$ cat src/design/irqsc_pkg.sv
// Shared constants and types for the interrupt status collector.
// Assumes one system clock; every user of this package qualifies names with irqsc_pkg::.
package irqsc_pkg;
   localparam int PORTS      = 20;
   localparam int LOW_W      = 16;
   localparam int HIGH_W     = 4;
   localparam int REG_W      = 16;
   localparam int TEMP_W     = 12;
   localparam int AVG_W      = 3;
   localparam int AVG_CNT_W  = 8;

   // Interrupt register bit positions owned by this block.
   localparam int BIT_DATA_READY   = 1;
   localparam int BIT_OVERCURRENT  = 5;
   localparam int BIT_LOCAL_LSB    = 6;
   localparam int BIT_REMOTE1_LSB  = 9;
   localparam int BIT_REMOTE2_LSB  = 12;
   localparam int BIT_SUPPLY_LOW   = 15;
   localparam int UPPER_LSB        = 6;

   // Order of the three events inside each sensor triple.
   localparam int EV_NEW  = 0;
   localparam int EV_LOW  = 1;
   localparam int EV_HIGH = 2;

   // Interrupt bits 0, 2, 3 and 4 are kept by neighbouring logic and only merged here.
   localparam logic [REG_W-1:0] FOREIGN_MASK = 16'h001D;
   localparam logic [REG_W-1:0] FLAGS_RESET  = 16'h0000;

   typedef enum logic [2:0] {
      SEL_IRQ,
      SEL_ADC_LO,
      SEL_ADC_HI,
      SEL_OC_LO,
      SEL_OC_HI
   } irqsc_sel_t;

   typedef enum logic [1:0] {
      TRK_IDLE,
      TRK_ARMED,
      TRK_GOT_LO,
      TRK_GOT_HI
   } irqsc_trk_state_t;

   typedef struct packed {
      logic              valid;
      logic [TEMP_W-1:0] value;
   } irqsc_sample_t;

   typedef struct packed {
      logic [TEMP_W-1:0] high;
      logic [TEMP_W-1:0] low;
   } irqsc_limits_t;
endpackage : irqsc_pkg

$ cat src/design/irqsc_collector.sv
// Top of the interrupt status collector: upper interrupt bits, per-port ADC arrival and
// driver overcurrent status, the summary bits and the active-low interrupt output.
// Assumes a register read port from the serial interface logic on mclk, analog comparator
// levels arriving asynchronously, and the mask and bits 0, 2, 3, 4 supplied from outside.
//
// Notes on behaviour
// - Bits 8:6: local sensor high, low, new.
// - Bits 11:9: first remote sensor, same arrangement.
// - Bits 14:12: second remote sensor, same arrangement.
// - Compare readings against 12-bit high, low limits.
// - Interrupt register read clears temperature, supply bits.
// - Bit 15 set when port supply drops low.
// - ADC arrival bits: ports 0-15 low, 16-19 high.
// - New result written sets port arrival bit.
// - With averaging, set only after full sample set.
// - Masks never gate arrival status recording.
// - Arrival clear: interrupt read, then both halves.
// - Driver current detector trip sets overcurrent bit.
// - Overcurrent bits: ports 0-15 low, 16-19 high.
// - Masks never gate overcurrent status recording.
// - Overcurrent clear: interrupt read, then both halves.
// - Bit 1 set on any new ADC result.
// - Bit 5 set on any driver overcurrent.
// - Interrupt pin low while unmasked bit set.
`timescale 1ns/1ps
module irqsc_collector #(
   parameter int PORTS = irqsc_pkg::PORTS
) (
   input  wire logic                                     mclk,
   input  wire logic                                     rst,
   input  wire irqsc_pkg::irqsc_sample_t                 local_sample,
   input  wire irqsc_pkg::irqsc_sample_t                 remote1_sample,
   input  wire irqsc_pkg::irqsc_sample_t                 remote2_sample,
   input  wire irqsc_pkg::irqsc_limits_t                 local_temp_limits,
   input  wire irqsc_pkg::irqsc_limits_t                 remote1_limits,
   input  wire irqsc_pkg::irqsc_limits_t                 remote2_limits,
   input  wire logic                                     supply_low_pin,
   input  wire logic [PORTS-1:0]                         overcurrent_pin,
   input  wire logic [PORTS-1:0]                         adc_conv_done,
   input  wire logic [PORTS-1:0][irqsc_pkg::AVG_W-1:0]   adc_avg_log2,
   input  wire logic [irqsc_pkg::REG_W-1:0]              foreign_flags,
   input  wire logic [irqsc_pkg::REG_W-1:0]              irq_mask,
   input  wire logic                                     rd_stb,
   input  wire irqsc_pkg::irqsc_sel_t                    rd_sel,
   output logic [irqsc_pkg::REG_W-1:0]                   rd_data_r,
   output logic                                          rd_valid_r,
   output logic [PORTS-1:0]                              adc_result_load_r,
   output logic                                          int_n_r
);
   localparam int REG_W = irqsc_pkg::REG_W;
   localparam int CNT_W = irqsc_pkg::AVG_CNT_W;

   initial begin
      if (PORTS != irqsc_pkg::LOW_W + irqsc_pkg::HIGH_W) begin
         $error("PORTS must equal the two status halves combined");
      end
   end

   // Number of conversions to gather for an averaging setting; zero means one sample.
   function automatic logic [CNT_W-1:0] avg_target(input logic [irqsc_pkg::AVG_W-1:0] n);
      avg_target = CNT_W'(1) << n;
   endfunction : avg_target

   // Two-stage synchronisers for the analog comparator levels.
   logic             supply_meta_r;
   logic             supply_sync_r;
   logic [PORTS-1:0] oc_meta_r;
   logic [PORTS-1:0] oc_sync_r;

   always_ff @(posedge mclk or posedge rst) begin
      if (rst) begin
         supply_meta_r <= 1'b0;
         supply_sync_r <= 1'b0;
         oc_meta_r     <= '0;
         oc_sync_r     <= '0;
      end else begin
         supply_meta_r <= supply_low_pin;
         supply_sync_r <= supply_meta_r;
         oc_meta_r     <= overcurrent_pin;
         oc_sync_r     <= oc_meta_r;
      end
   end

   // Read decode.
   wire logic rd_irq_w    = rd_stb && rd_sel == irqsc_pkg::SEL_IRQ;
   wire logic rd_adc_lo_w = rd_stb && rd_sel == irqsc_pkg::SEL_ADC_LO;
   wire logic rd_adc_hi_w = rd_stb && rd_sel == irqsc_pkg::SEL_ADC_HI;
   wire logic rd_oc_lo_w  = rd_stb && rd_sel == irqsc_pkg::SEL_OC_LO;
   wire logic rd_oc_hi_w  = rd_stb && rd_sel == irqsc_pkg::SEL_OC_HI;

   // Temperature event generators.
   logic [2:0] local_temp_events;
   logic [2:0] remote1_temp_events;
   logic [2:0] remote2_temp_events;

   irqsc_temp_check u_local (
      .mclk     (mclk),
      .rst      (rst),
      .sample   (local_sample),
      .limits   (local_temp_limits),
      .events_r (local_temp_events)
   );

   irqsc_temp_check u_remote1 (
      .mclk     (mclk),
      .rst      (rst),
      .sample   (remote1_sample),
      .limits   (remote1_limits),
      .events_r (remote1_temp_events)
   );

   irqsc_temp_check u_remote2 (
      .mclk     (mclk),
      .rst      (rst),
      .sample   (remote2_sample),
      .limits   (remote2_limits),
      .events_r (remote2_temp_events)
   );

   // Sticky upper interrupt bits 15:6, cleared by reading the interrupt register.
   localparam int UP_W = REG_W - irqsc_pkg::UPPER_LSB;

   logic [UP_W-1:0] upper_r;
   logic [UP_W-1:0] upper_nxt;
   wire  logic [UP_W-1:0] upper_set_w = {supply_sync_r,
                                         remote2_temp_events,
                                         remote1_temp_events,
                                         local_temp_events};

   // Set wins over the read clear so an event that lands on the read is kept.
   assign upper_nxt = (upper_r & ~{UP_W{rd_irq_w}}) | upper_set_w;

   always_ff @(posedge mclk or posedge rst) begin
      if (rst) begin
         upper_r <= irqsc_pkg::FLAGS_RESET[REG_W-1:irqsc_pkg::UPPER_LSB];
      end else begin
         upper_r <= upper_nxt;
      end
   end

   // Averaging: a port's result register loads only after its full sample set.
   logic [PORTS-1:0][CNT_W-1:0] avg_cnt_r;

   for (genvar p = 0; p < PORTS; p++) begin : g_avg
      wire logic [CNT_W-1:0] cnt_inc_w = avg_cnt_r[p] + CNT_W'(1);
      wire logic             full_w    = cnt_inc_w >= avg_target(adc_avg_log2[p]);

      always_ff @(posedge mclk or posedge rst) begin
         if (rst) begin
            avg_cnt_r[p]         <= '0;
            adc_result_load_r[p] <= 1'b0;
         end else begin
            adc_result_load_r[p] <= adc_conv_done[p] && full_w;
            if (adc_conv_done[p]) begin
               avg_cnt_r[p] <= full_w ? '0 : cnt_inc_w;
            end
         end
      end
   end

   // Per-port status: recorded with no regard to the mask.
   logic [PORTS-1:0] adc_arrival_status;
   logic [PORTS-1:0] driver_overcurrent_status;
   logic             adc_data_ready_summary;
   logic             overcurrent_summary;

   irqsc_port_status u_adc_status (
      .mclk      (mclk),
      .rst       (rst),
      .set_vec   (adc_result_load_r),
      .rd_irq    (rd_irq_w),
      .rd_lo     (rd_adc_lo_w),
      .rd_hi     (rd_adc_hi_w),
      .status_r  (adc_arrival_status),
      .summary_r (adc_data_ready_summary)
   );

   irqsc_port_status u_oc_status (
      .mclk      (mclk),
      .rst       (rst),
      .set_vec   (oc_sync_r),
      .rd_irq    (rd_irq_w),
      .rd_lo     (rd_oc_lo_w),
      .rd_hi     (rd_oc_hi_w),
      .status_r  (driver_overcurrent_status),
      .summary_r (overcurrent_summary)
   );

   // Full interrupt register image.
   logic [REG_W-1:0] irq_word;

   always_comb begin
      irq_word = foreign_flags & irqsc_pkg::FOREIGN_MASK;
      irq_word[irqsc_pkg::BIT_DATA_READY]  = adc_data_ready_summary;
      irq_word[irqsc_pkg::BIT_OVERCURRENT] = overcurrent_summary;
      irq_word[REG_W-1:irqsc_pkg::UPPER_LSB] = upper_r;
   end

   wire logic [REG_W-1:0] adc_lo_word = adc_arrival_status[irqsc_pkg::LOW_W-1:0];
   wire logic [REG_W-1:0] adc_hi_word = {{(REG_W-irqsc_pkg::HIGH_W){1'b0}},
                                         adc_arrival_status[PORTS-1:irqsc_pkg::LOW_W]};
   wire logic [REG_W-1:0] oc_lo_word  = driver_overcurrent_status[irqsc_pkg::LOW_W-1:0];
   wire logic [REG_W-1:0] oc_hi_word  = {{(REG_W-irqsc_pkg::HIGH_W){1'b0}},
                                         driver_overcurrent_status[PORTS-1:irqsc_pkg::LOW_W]};

   logic [REG_W-1:0] rd_mux;

   always_comb begin
      case (rd_sel)
         irqsc_pkg::SEL_IRQ:    rd_mux = irq_word;
         irqsc_pkg::SEL_ADC_LO: rd_mux = adc_lo_word;
         irqsc_pkg::SEL_ADC_HI: rd_mux = adc_hi_word;
         irqsc_pkg::SEL_OC_LO:  rd_mux = oc_lo_word;
         irqsc_pkg::SEL_OC_HI:  rd_mux = oc_hi_word;
         default:               rd_mux = '0;
      endcase
   end

   // Read data is captured before the clear takes effect on the same edge.
   always_ff @(posedge mclk or posedge rst) begin
      if (rst) begin
         rd_data_r  <= '0;
         rd_valid_r <= 1'b0;
         int_n_r    <= 1'b1;
      end else begin
         rd_valid_r <= rd_stb;
         if (rd_stb) begin
            rd_data_r <= rd_mux;
         end
         int_n_r <= ~|(irq_word & ~irq_mask);
      end
   end

   a_supply_sets_bit: assert property (@(posedge mclk) disable iff (rst)
      supply_low_pin ##1 supply_low_pin |=> ##1
         upper_r[irqsc_pkg::BIT_SUPPLY_LOW-irqsc_pkg::UPPER_LSB])
      else $error("supply drop not recorded in bit 15");

   a_irq_read_clears: assert property (@(posedge mclk) disable iff (rst)
      rd_irq_w && upper_set_w == '0 |=> upper_r == '0)
      else $error("interrupt read did not clear the upper bits");

   a_upper_sticky: assert property (@(posedge mclk) disable iff (rst)
      !rd_irq_w && upper_r[0] |=> upper_r[0])
      else $error("local new-reading bit dropped without a read");

   a_avg_off_load: assert property (@(posedge mclk) disable iff (rst)
      adc_conv_done[0] && adc_avg_log2[0] == irqsc_pkg::AVG_W'(0) |=> adc_result_load_r[0])
      else $error("unaveraged conversion did not load the result");

   a_arrival_after_load: assert property (@(posedge mclk) disable iff (rst)
      adc_result_load_r[0] |=> adc_arrival_status[0] && adc_data_ready_summary)
      else $error("result load did not set arrival status");

   a_oc_latched: assert property (@(posedge mclk) disable iff (rst)
      overcurrent_pin[0] [*3] |=> driver_overcurrent_status[0] && overcurrent_summary)
      else $error("driver trip not recorded");

   a_int_pin_level: assert property (@(posedge mclk) disable iff (rst)
      |(irq_word & ~irq_mask) |=> !int_n_r)
      else $error("unmasked interrupt bit did not pull the pin low");

   a_int_pin_idle: assert property (@(posedge mclk) disable iff (rst)
      (irq_word & ~irq_mask) == '0 |=> int_n_r)
      else $error("pin low with no unmasked bit");

   a_read_answer: assert property (@(posedge mclk) disable iff (rst)
      rd_stb |=> rd_valid_r && rd_data_r == $past(rd_mux))
      else $error("read answer missing or wrong");
endmodule : irqsc_collector

$ cat src/design/irqsc_temp_check.sv
// One temperature sensor's event generator: new-reading, under-limit and over-limit pulses.
// Assumes samples and limits come from logic on mclk; readings are two's complement.
`timescale 1ns/1ps
module irqsc_temp_check (
   input  wire logic                     mclk,
   input  wire logic                     rst,
   input  wire irqsc_pkg::irqsc_sample_t sample,
   input  wire irqsc_pkg::irqsc_limits_t limits,
   output logic [2:0]                    events_r
);
   wire logic over_w  = $signed(sample.value) > $signed(limits.high);
   wire logic under_w = $signed(sample.value) < $signed(limits.low);

   always_ff @(posedge mclk or posedge rst) begin
      if (rst) begin
         events_r <= 3'h0;
      end else begin
         events_r[irqsc_pkg::EV_NEW]  <= sample.valid;
         events_r[irqsc_pkg::EV_LOW]  <= sample.valid & under_w;
         events_r[irqsc_pkg::EV_HIGH] <= sample.valid & over_w;
      end
   end

   a_over_limit: assert property (@(posedge mclk) disable iff (rst)
      sample.valid && $signed(sample.value) > $signed(limits.high)
      |=> events_r[irqsc_pkg::EV_HIGH])
      else $error("over-limit reading did not raise the high event");

   a_no_event_idle: assert property (@(posedge mclk) disable iff (rst)
      !sample.valid |=> events_r == 3'h0)
      else $error("temperature event without a reading");
endmodule : irqsc_temp_check

$ cat src/design/irqsc_port_status.sv
// Per-port sticky status with its summary bit, cleared only by the read sequence:
// interrupt register first, then both status halves in either order.
// Assumes at most one register read per cycle.
`timescale 1ns/1ps
module irqsc_port_status #(
   parameter int LOW_W  = irqsc_pkg::LOW_W,
   parameter int HIGH_W = irqsc_pkg::HIGH_W
) (
   input  wire logic                    mclk,
   input  wire logic                    rst,
   input  wire logic [LOW_W+HIGH_W-1:0] set_vec,
   input  wire logic                    rd_irq,
   input  wire logic                    rd_lo,
   input  wire logic                    rd_hi,
   output logic [LOW_W+HIGH_W-1:0]      status_r,
   output logic                         summary_r
);
   localparam int W = LOW_W + HIGH_W;

   irqsc_pkg::irqsc_trk_state_t state_r;
   irqsc_pkg::irqsc_trk_state_t state_nxt;

   wire logic clear_w = (state_r == irqsc_pkg::TRK_GOT_LO && rd_hi)
                     || (state_r == irqsc_pkg::TRK_GOT_HI && rd_lo);

   always_comb begin
      state_nxt = state_r;
      if (rd_irq) begin
         state_nxt = irqsc_pkg::TRK_ARMED;
      end else begin
         case (state_r)
            irqsc_pkg::TRK_ARMED: begin
               if (rd_lo) state_nxt = irqsc_pkg::TRK_GOT_LO;
               if (rd_hi) state_nxt = irqsc_pkg::TRK_GOT_HI;
            end
            irqsc_pkg::TRK_GOT_LO: begin
               if (rd_hi) state_nxt = irqsc_pkg::TRK_IDLE;
            end
            irqsc_pkg::TRK_GOT_HI: begin
               if (rd_lo) state_nxt = irqsc_pkg::TRK_IDLE;
            end
            default: state_nxt = state_r;
         endcase
      end
   end

   always_ff @(posedge mclk or posedge rst) begin
      if (rst) begin
         state_r   <= irqsc_pkg::TRK_IDLE;
         status_r  <= '0;
         summary_r <= 1'b0;
      end else begin
         state_r   <= state_nxt;
         status_r  <= (status_r & ~{W{clear_w}}) | set_vec;
         summary_r <= (summary_r & ~clear_w) | (|set_vec);
      end
   end

   a_clear_needs_seq: assert property (@(posedge mclk) disable iff (rst)
      state_r == irqsc_pkg::TRK_IDLE && !rd_irq
      |=> ($past(status_r) & ~status_r) == '0 && !$fell(summary_r))
      else $error("status cleared without the interrupt read first");

   a_set_wins: assert property (@(posedge mclk) disable iff (rst)
      |set_vec |=> summary_r)
      else $error("event lost against a read clear");
endmodule : irqsc_port_status

$ cat config.mk
export PLATFORM = sky130hd
export DESIGN_NAME = irqsc_collector
export DESIGN_NICKNAME = d
export VERILOG_FILES = /design/src/design/irqsc_pkg.sv /design/src/design/irqsc_collector.sv /design/src/design/irqsc_temp_check.sv /design/src/design/irqsc_port_status.sv
export SDC_FILE = /design/constraint.sdc
export NUM_CORES = 1
export LEC_CHECK = 0
export BUFFER_PORTS_ARGS = -buffer_cell sky130_fd_sc_hd__buf_4
export CAP_MARGIN = 20
export CORE_UTILIZATION = 35
export CTS_CLUSTER_DIAMETER = 120
export DETAILED_ROUTE_END_ITERATION = 16
export GPL_ROUTABILITY_DRIVEN = 0
export GPL_TIMING_DRIVEN = 0
export PLACE_DENSITY = 0.56
export SLEW_MARGIN = 20
export SYNTH_ARGS = -nofsm -noshare
export SYNTH_HDL_FRONTEND = slang
export SYNTH_SLANG_ARGS = --single-unit
$ cat constraint.sdc
create_clock -name mclk -period 28.6 [get_ports mclk]
set_input_delay 5.72 -clock mclk [delete_from_list [all_inputs] [get_ports mclk]]
set_output_delay 5.72 -clock mclk [all_outputs]
set_load 0.005 [all_outputs]
* After elaboration in Yosys (flattened, before gate mapping)
Cells that the tools add are included.
** Word-level totals
- Word-level logic and storage cells :: 235
- Memories :: 0
- Output and inout bits :: 38
- Memory bits (writable) :: 0
- Bits in latches :: 0
- Memory bits (read-only) :: 0
- Register bits :: 305
- Input port bits :: 250
** Operators by class
- Multiplexer cells :: 33
- $add $sub $neg :: 20
- Reduce and logical (&&, ||, !) cells :: 40
- Eq/ne operators :: 16
- Bitwise operators :: 23
- Order comparisons :: 26
- Shifts and indexed selects :: 20
- Div/mod/pow operators :: 0
- $mul :: 0
** Operators by type and width (number)
- $add 8x1->8 const B :: 20
- $ge 8x8->1 :: 20
- $mux 8 :: 20
- $shl 1x3->8 const A :: 20
- $pmux 16 s5 :: 1
- $and 20x20->20 :: 2
- $not 20->20 :: 2
- $or 20x20->20 :: 2
- $reduce_or 20->1 :: 2
- $gt 12x12->1 :: 3
- $lt 12x12->1 :: 3
- $logic_and 1x1->1 :: 29
- $mux 2 :: 10
- $and 16x16->16 :: 1
- $not 16->16 :: 1
- $reduce_or 16->1 :: 1
- $ne 3x2->1 const B :: 4
- $pmux 2 s3 :: 2
- $and 10x10->10 :: 1
- $not 10->10 :: 1
- $or 10x10->10 :: 1
- $and 1x1->1 :: 8
- $eq 2x2->1 const B :: 4
- $ne 4x2->1 const B :: 2
- 11 further kinds :: 18

* Logic depth before layout (Yosys ltp)
- Word-level depth :: 7
- Gate-level depth with buffers :: 10
- Gate-level depth less buffers :: 10

* Modules after synthesis
A second synthesis with hierarchy kept.
** Unflattened totals
- Cells, all modules :: 2146
- Area total of the unflattened synthesis :: 20246.9 sq um
** Modules (own cells, without submodules)
- irqsc_collector :: area an instance 16310.6 sq um, instances 1, seq. area each 6257.3 sq um, cells an instance 1750
- irqsc_port_status :: area an instance 909.6 sq um, instances 2, seq. area each 575.6 sq um, cells an instance 70
- irqsc_temp_check (u_remote1 ...) :: area an instance 706.9 sq um, instances 2, seq. area each 75.1 sq um, cells an instance 85
- irqsc_temp_check (u_local) :: area an instance 703.2 sq um, instances 1, seq. area each 75.1 sq um, cells an instance 86

* Worst setup path after synthesis
OpenSTA, ideal clock, no wires.
- Kind :: input to register
- Start point :: input adc_avg_log2[10] in the netlist's numbering
- End point :: register avg_cnt_r[29] in the netlist's numbering
- Buffers on the path :: 0
- Data arrival time :: 7.357 ns
- Setup time :: 0.082 ns
- Stages :: 6
- Data required time :: 28.518 ns
- Path slack :: 21.161 ns
- Path through :: or3b_2 > ha_1 > a2111o_1 > a21oi_2 > nand2_1 > o22ai_1
** Between the ends
- Longest elaborated chain between the ends :: 3
** RTL lines
- start: declaration :: RTL line irqsc_collector.sv:40 : input wire logic [PORTS-1:0][irqsc_pkg::AVG_W-1:0] adc_avg_log2,
- $shl 1x3->8 :: RTL line irqsc_collector.sv:61 : avg_target = CNT_W'(1) << n;
- $ge 8x8->1 :: RTL line irqsc_collector.sv:146 : wire logic full_w = cnt_inc_w >= avg_target(adc_avg_log2[p]);
- $mux 8 :: RTL line irqsc_collector.sv:155 : avg_cnt_r[p] <= full_w ? '0 : cnt_inc_w;
- end signal: indexed assignment :: RTL line irqsc_collector.sv:155
- end: declaration :: RTL line irqsc_collector.sv:142 : logic [PORTS-1:0][CNT_W-1:0] avg_cnt_r;
No other way between the ends.
A chain may end at the register's enable or synchronous reset.

* Worst setup path after layout
- Start point :: input adc_avg_log2[43] in the netlist's numbering
- End point :: register avg_cnt_r[117] in the netlist's numbering
The elaborated chain is that of the path after synthesis.

==> reports/metrics.yaml <==
cp.arrival_ps: 7710
yosys_register_bits: 305
status: "finished, final reports clean"
required_ps: 29060
setup_violations: 0
fin_ws_ps: 21350
ys_seq_area_share_pct: 38.1
cap_violations: 0
startpoint: "adc_avg_log2[43]"
root_buffer: "clkbuf_16"
syn_to_final_growth_pct: 22.4
dieWidth_um: 241
routed_via_density: 5.11
synth_edf_count: 0
netlist.area_leader.share_pct: 37.9
postSynthAreaPerCell_um2: 9.22
fmax_ghz: 0.138
vias: 16800
ys_types: 52
crit_path_start_kind: "primary input"
rows: 87
postCtsSetupRepairBufs: 0
hold_viol: 0
drc: 0
wl_um: 52100
ff2ff_path_depth: 9
syn-num-nets: 2674
dp_hpwl_um: 41000
hold_path.class: "reg2reg"
r2r_start: "avg_cnt_r[152]"
grt_pass1_wl_um: 83300
yosys_warnings: 0
grt_pass1_vias: 16300
antenna_cells: 0
cts_sinks: 305
worstPathMaxFanout: 9
grtUsageTotal_pct: 18.0
crit_path_end: "avg_cnt_r[117]"
skew_ps: 22.2
finalMaxSlewViolations: 0
worstHoldPathCells: 0
dp_slack_ps: 20790
h-tree-depth: 2
cts_resized: 0
fin_tns_setup_ps: 0
powerDensity_mw_per_mm2: 71.9
power.leakage_nw: 11.5
insertion_delay_ps: 560
max_slew_margin_pct: 58.7
port_buffers: 274
cts_tree: "yes"
rsz0062_at_grt: "no"
finish.utilization_pct: 43.4
ys.flop_type: "dfrtp_1"
path_clk_slew_ps: 60
yosys.area.top_type: "dfrtp_1"
post_drt_wl_per_cell_um: 15.9
grt_max_degree: 95
cts_buffer_depth: 3
die_h_um: 241
overflow: 0
die-area_mm2: 0.0582
nets: 2991
ys_top_cells_by_area: "dfrtp_1 (38%), ha_1 (16%), nand3_1 (4.6%), inv_1 (4.0%), o21ai_0 (3.6%)"
antenna_found_initial: 1
drtIter0Drc: 835
ys_async_sr_fraction_pct: 100
layout-drive-gt1-share_pct: 17.4
finalCriticalPeriod_ps: 7250
first_pass_iters: 5
core_area_mm2: 0.0565
worst_pin_slew_ps: 619
r2r_setup_slack_ps: 25940
cp-end-kind: "flip-flop"
crit_type: "in2reg"
cts_buffers: 38
ir_drop_mv: 0.0341
route.antenna.remaining_nets: 0
io_pins: 288
hold_buffers: 0
synthesis.area_mm2: 0.0200
whs_ps: 344
r2r_end: "avg_cnt_r[159]"
syn_inst: 2175
start_util_pct: 35.5
final.period_utilization_pct: 25.4
## stage by stage
stage	power (W)	area (um^2)	cells
3_3_place_gp	0.00122	23100	3205
2_1_floorplan	0.00102	20000	2175
4_1_cts	0.00179	24500	3277
3_5_place_dp	0.00124	23100	3208
6_report	0.00176	24500	3277
5_1_grt	0.00190	24500	3277
## cells in the mapped netlist (all sizes together), types with 8 or more instances
master  count
ha        249
nand3b     61
nor3       52
buf         9
or3        10
nand3     185
a2111o     20
inv       212
xor2       50
nand2b     33
a31o       20
a211oi     33
nand2     143
a21o       61
clkbuf     27
o22ai      27
and3       23
or3b       36
nor4       30
nor2      118
a22oi       8
dfrtp     304
o21ai     174
nor2b      23
nand4      21
a21oi      98
mux2i      35
xnor2      61
o21a        9
## cell type report
| cell class | count | area (um^2) |
|---|---|---|
| clock inverter | 18 | 302 |
| multi-input combinational | 1622 | 11500 |
| inverter | 212 | 803 |
| sequential | 305 | 7630 |
| tap | 756 | 946 |
| timing repair buffer | 277 | 2140 |
| fill | 5454 | 32000 |
| clock buffer | 51 | 1090 |
| buffer | 36 | 149 |
## cell usage in the layout (no fill, tap or decap), types with 30 or more instances in the layout
master | netlist | final
xor2_1 | 50 | 50
nand2b_1 | 30 | 30
o21ai_0 | 144 | 144
ha_1 | 249 | 249
a211oi_1 | 33 | 33
a21oi_1 | 78 | 78
or3b_2 | 35 | 35
nand3_1 | 185 | 185
nor2_1 | 118 | 118
xnor2_1 | 61 | 61
mux2i_1 | 35 | 35
nand3b_1 | 61 | 61
nor3_1 | 52 | 52
a21o_1 | 61 | 61
o21ai_1 | 30 | 30
inv_1 | 212 | 211
nand2_1 | 141 | 141
clkbuf_1 | 27 | 31
buf_4 | 1 | 275
nor4_1 | 30 | 30
dfrtp_1 | 304 | 304
clkbuf_16 | 0 | 38
## sequential cells by signal (all words and copies together), names as in the netlist, 3 cells and up
register / count
u_oc_status.status_r: 20
u_remote2.events_r: 3
u_local.events_r: 3
avg_cnt_r: 160
u_remote1.events_r: 3
u_adc_status.status_r: 20
upper_r: 10
oc_meta_r: 20
rd_data_r: 16
oc_sync_r: 20
adc_result_load_r: 20
## worst min path at each step
| stage | end | from |
|---|---|---|
| 2_1_floorplan | oc_sync_r[0] | oc_meta_r[0] |
| 4_1_cts | oc_sync_r[13] | oc_meta_r[13] |
| 3_3_place_gp | oc_sync_r[5] | oc_meta_r[5] |
| 6_report | oc_sync_r[13] | oc_meta_r[13] |
| 5_1_grt | oc_sync_r[16] | oc_meta_r[16] |
| 3_5_place_dp | oc_sync_r[12] | oc_meta_r[12] |
## where the power goes
part	total (W)	switching, W	internal (W)
clock network	0.000532	0.000199	0.000333
registers	0.000626	0.000111	0.000514
logic	0.000607	0.000330	0.000276
## cells by family (layout without fill, tap and decap cells)
logic type                 after synthesis  after routing  share of synthesized area [%]
and+or+nand+nor                        743            743                           19.5
AOI/OAI and AO/OA                      480            480                           15.4
adders and majority gates              249            249                           15.5
DFF                                    305            305                           38.1
muxes                                   39             39                           1.97
xor gates and xnor gates               111            111                           4.85
buffers and inverters                  248            594                           4.71
## critical path, cell delays in order
cell	delay (ps)
buf_4	140
or3b_2	470
ha_1	280
a2111o_1	400
a21oi_2	390
nand2_1	140
o22ai_1	170
## routing by layer
| layer | vias up | global-route usage (%) | wire, um |
|---|---|---|---|
| li1 | 8444 | - | - |
| met1 | 7922 | 23.7 | 24000 |
| met2 | 322 | 29.5 | 24000 |
| met3 | 69 | 4.26 | 3050 |
| met4 | 0 | 4.55 | 1080 |
| met5 | - | 0 | 0 |
(Power assumes the default switching activity.)
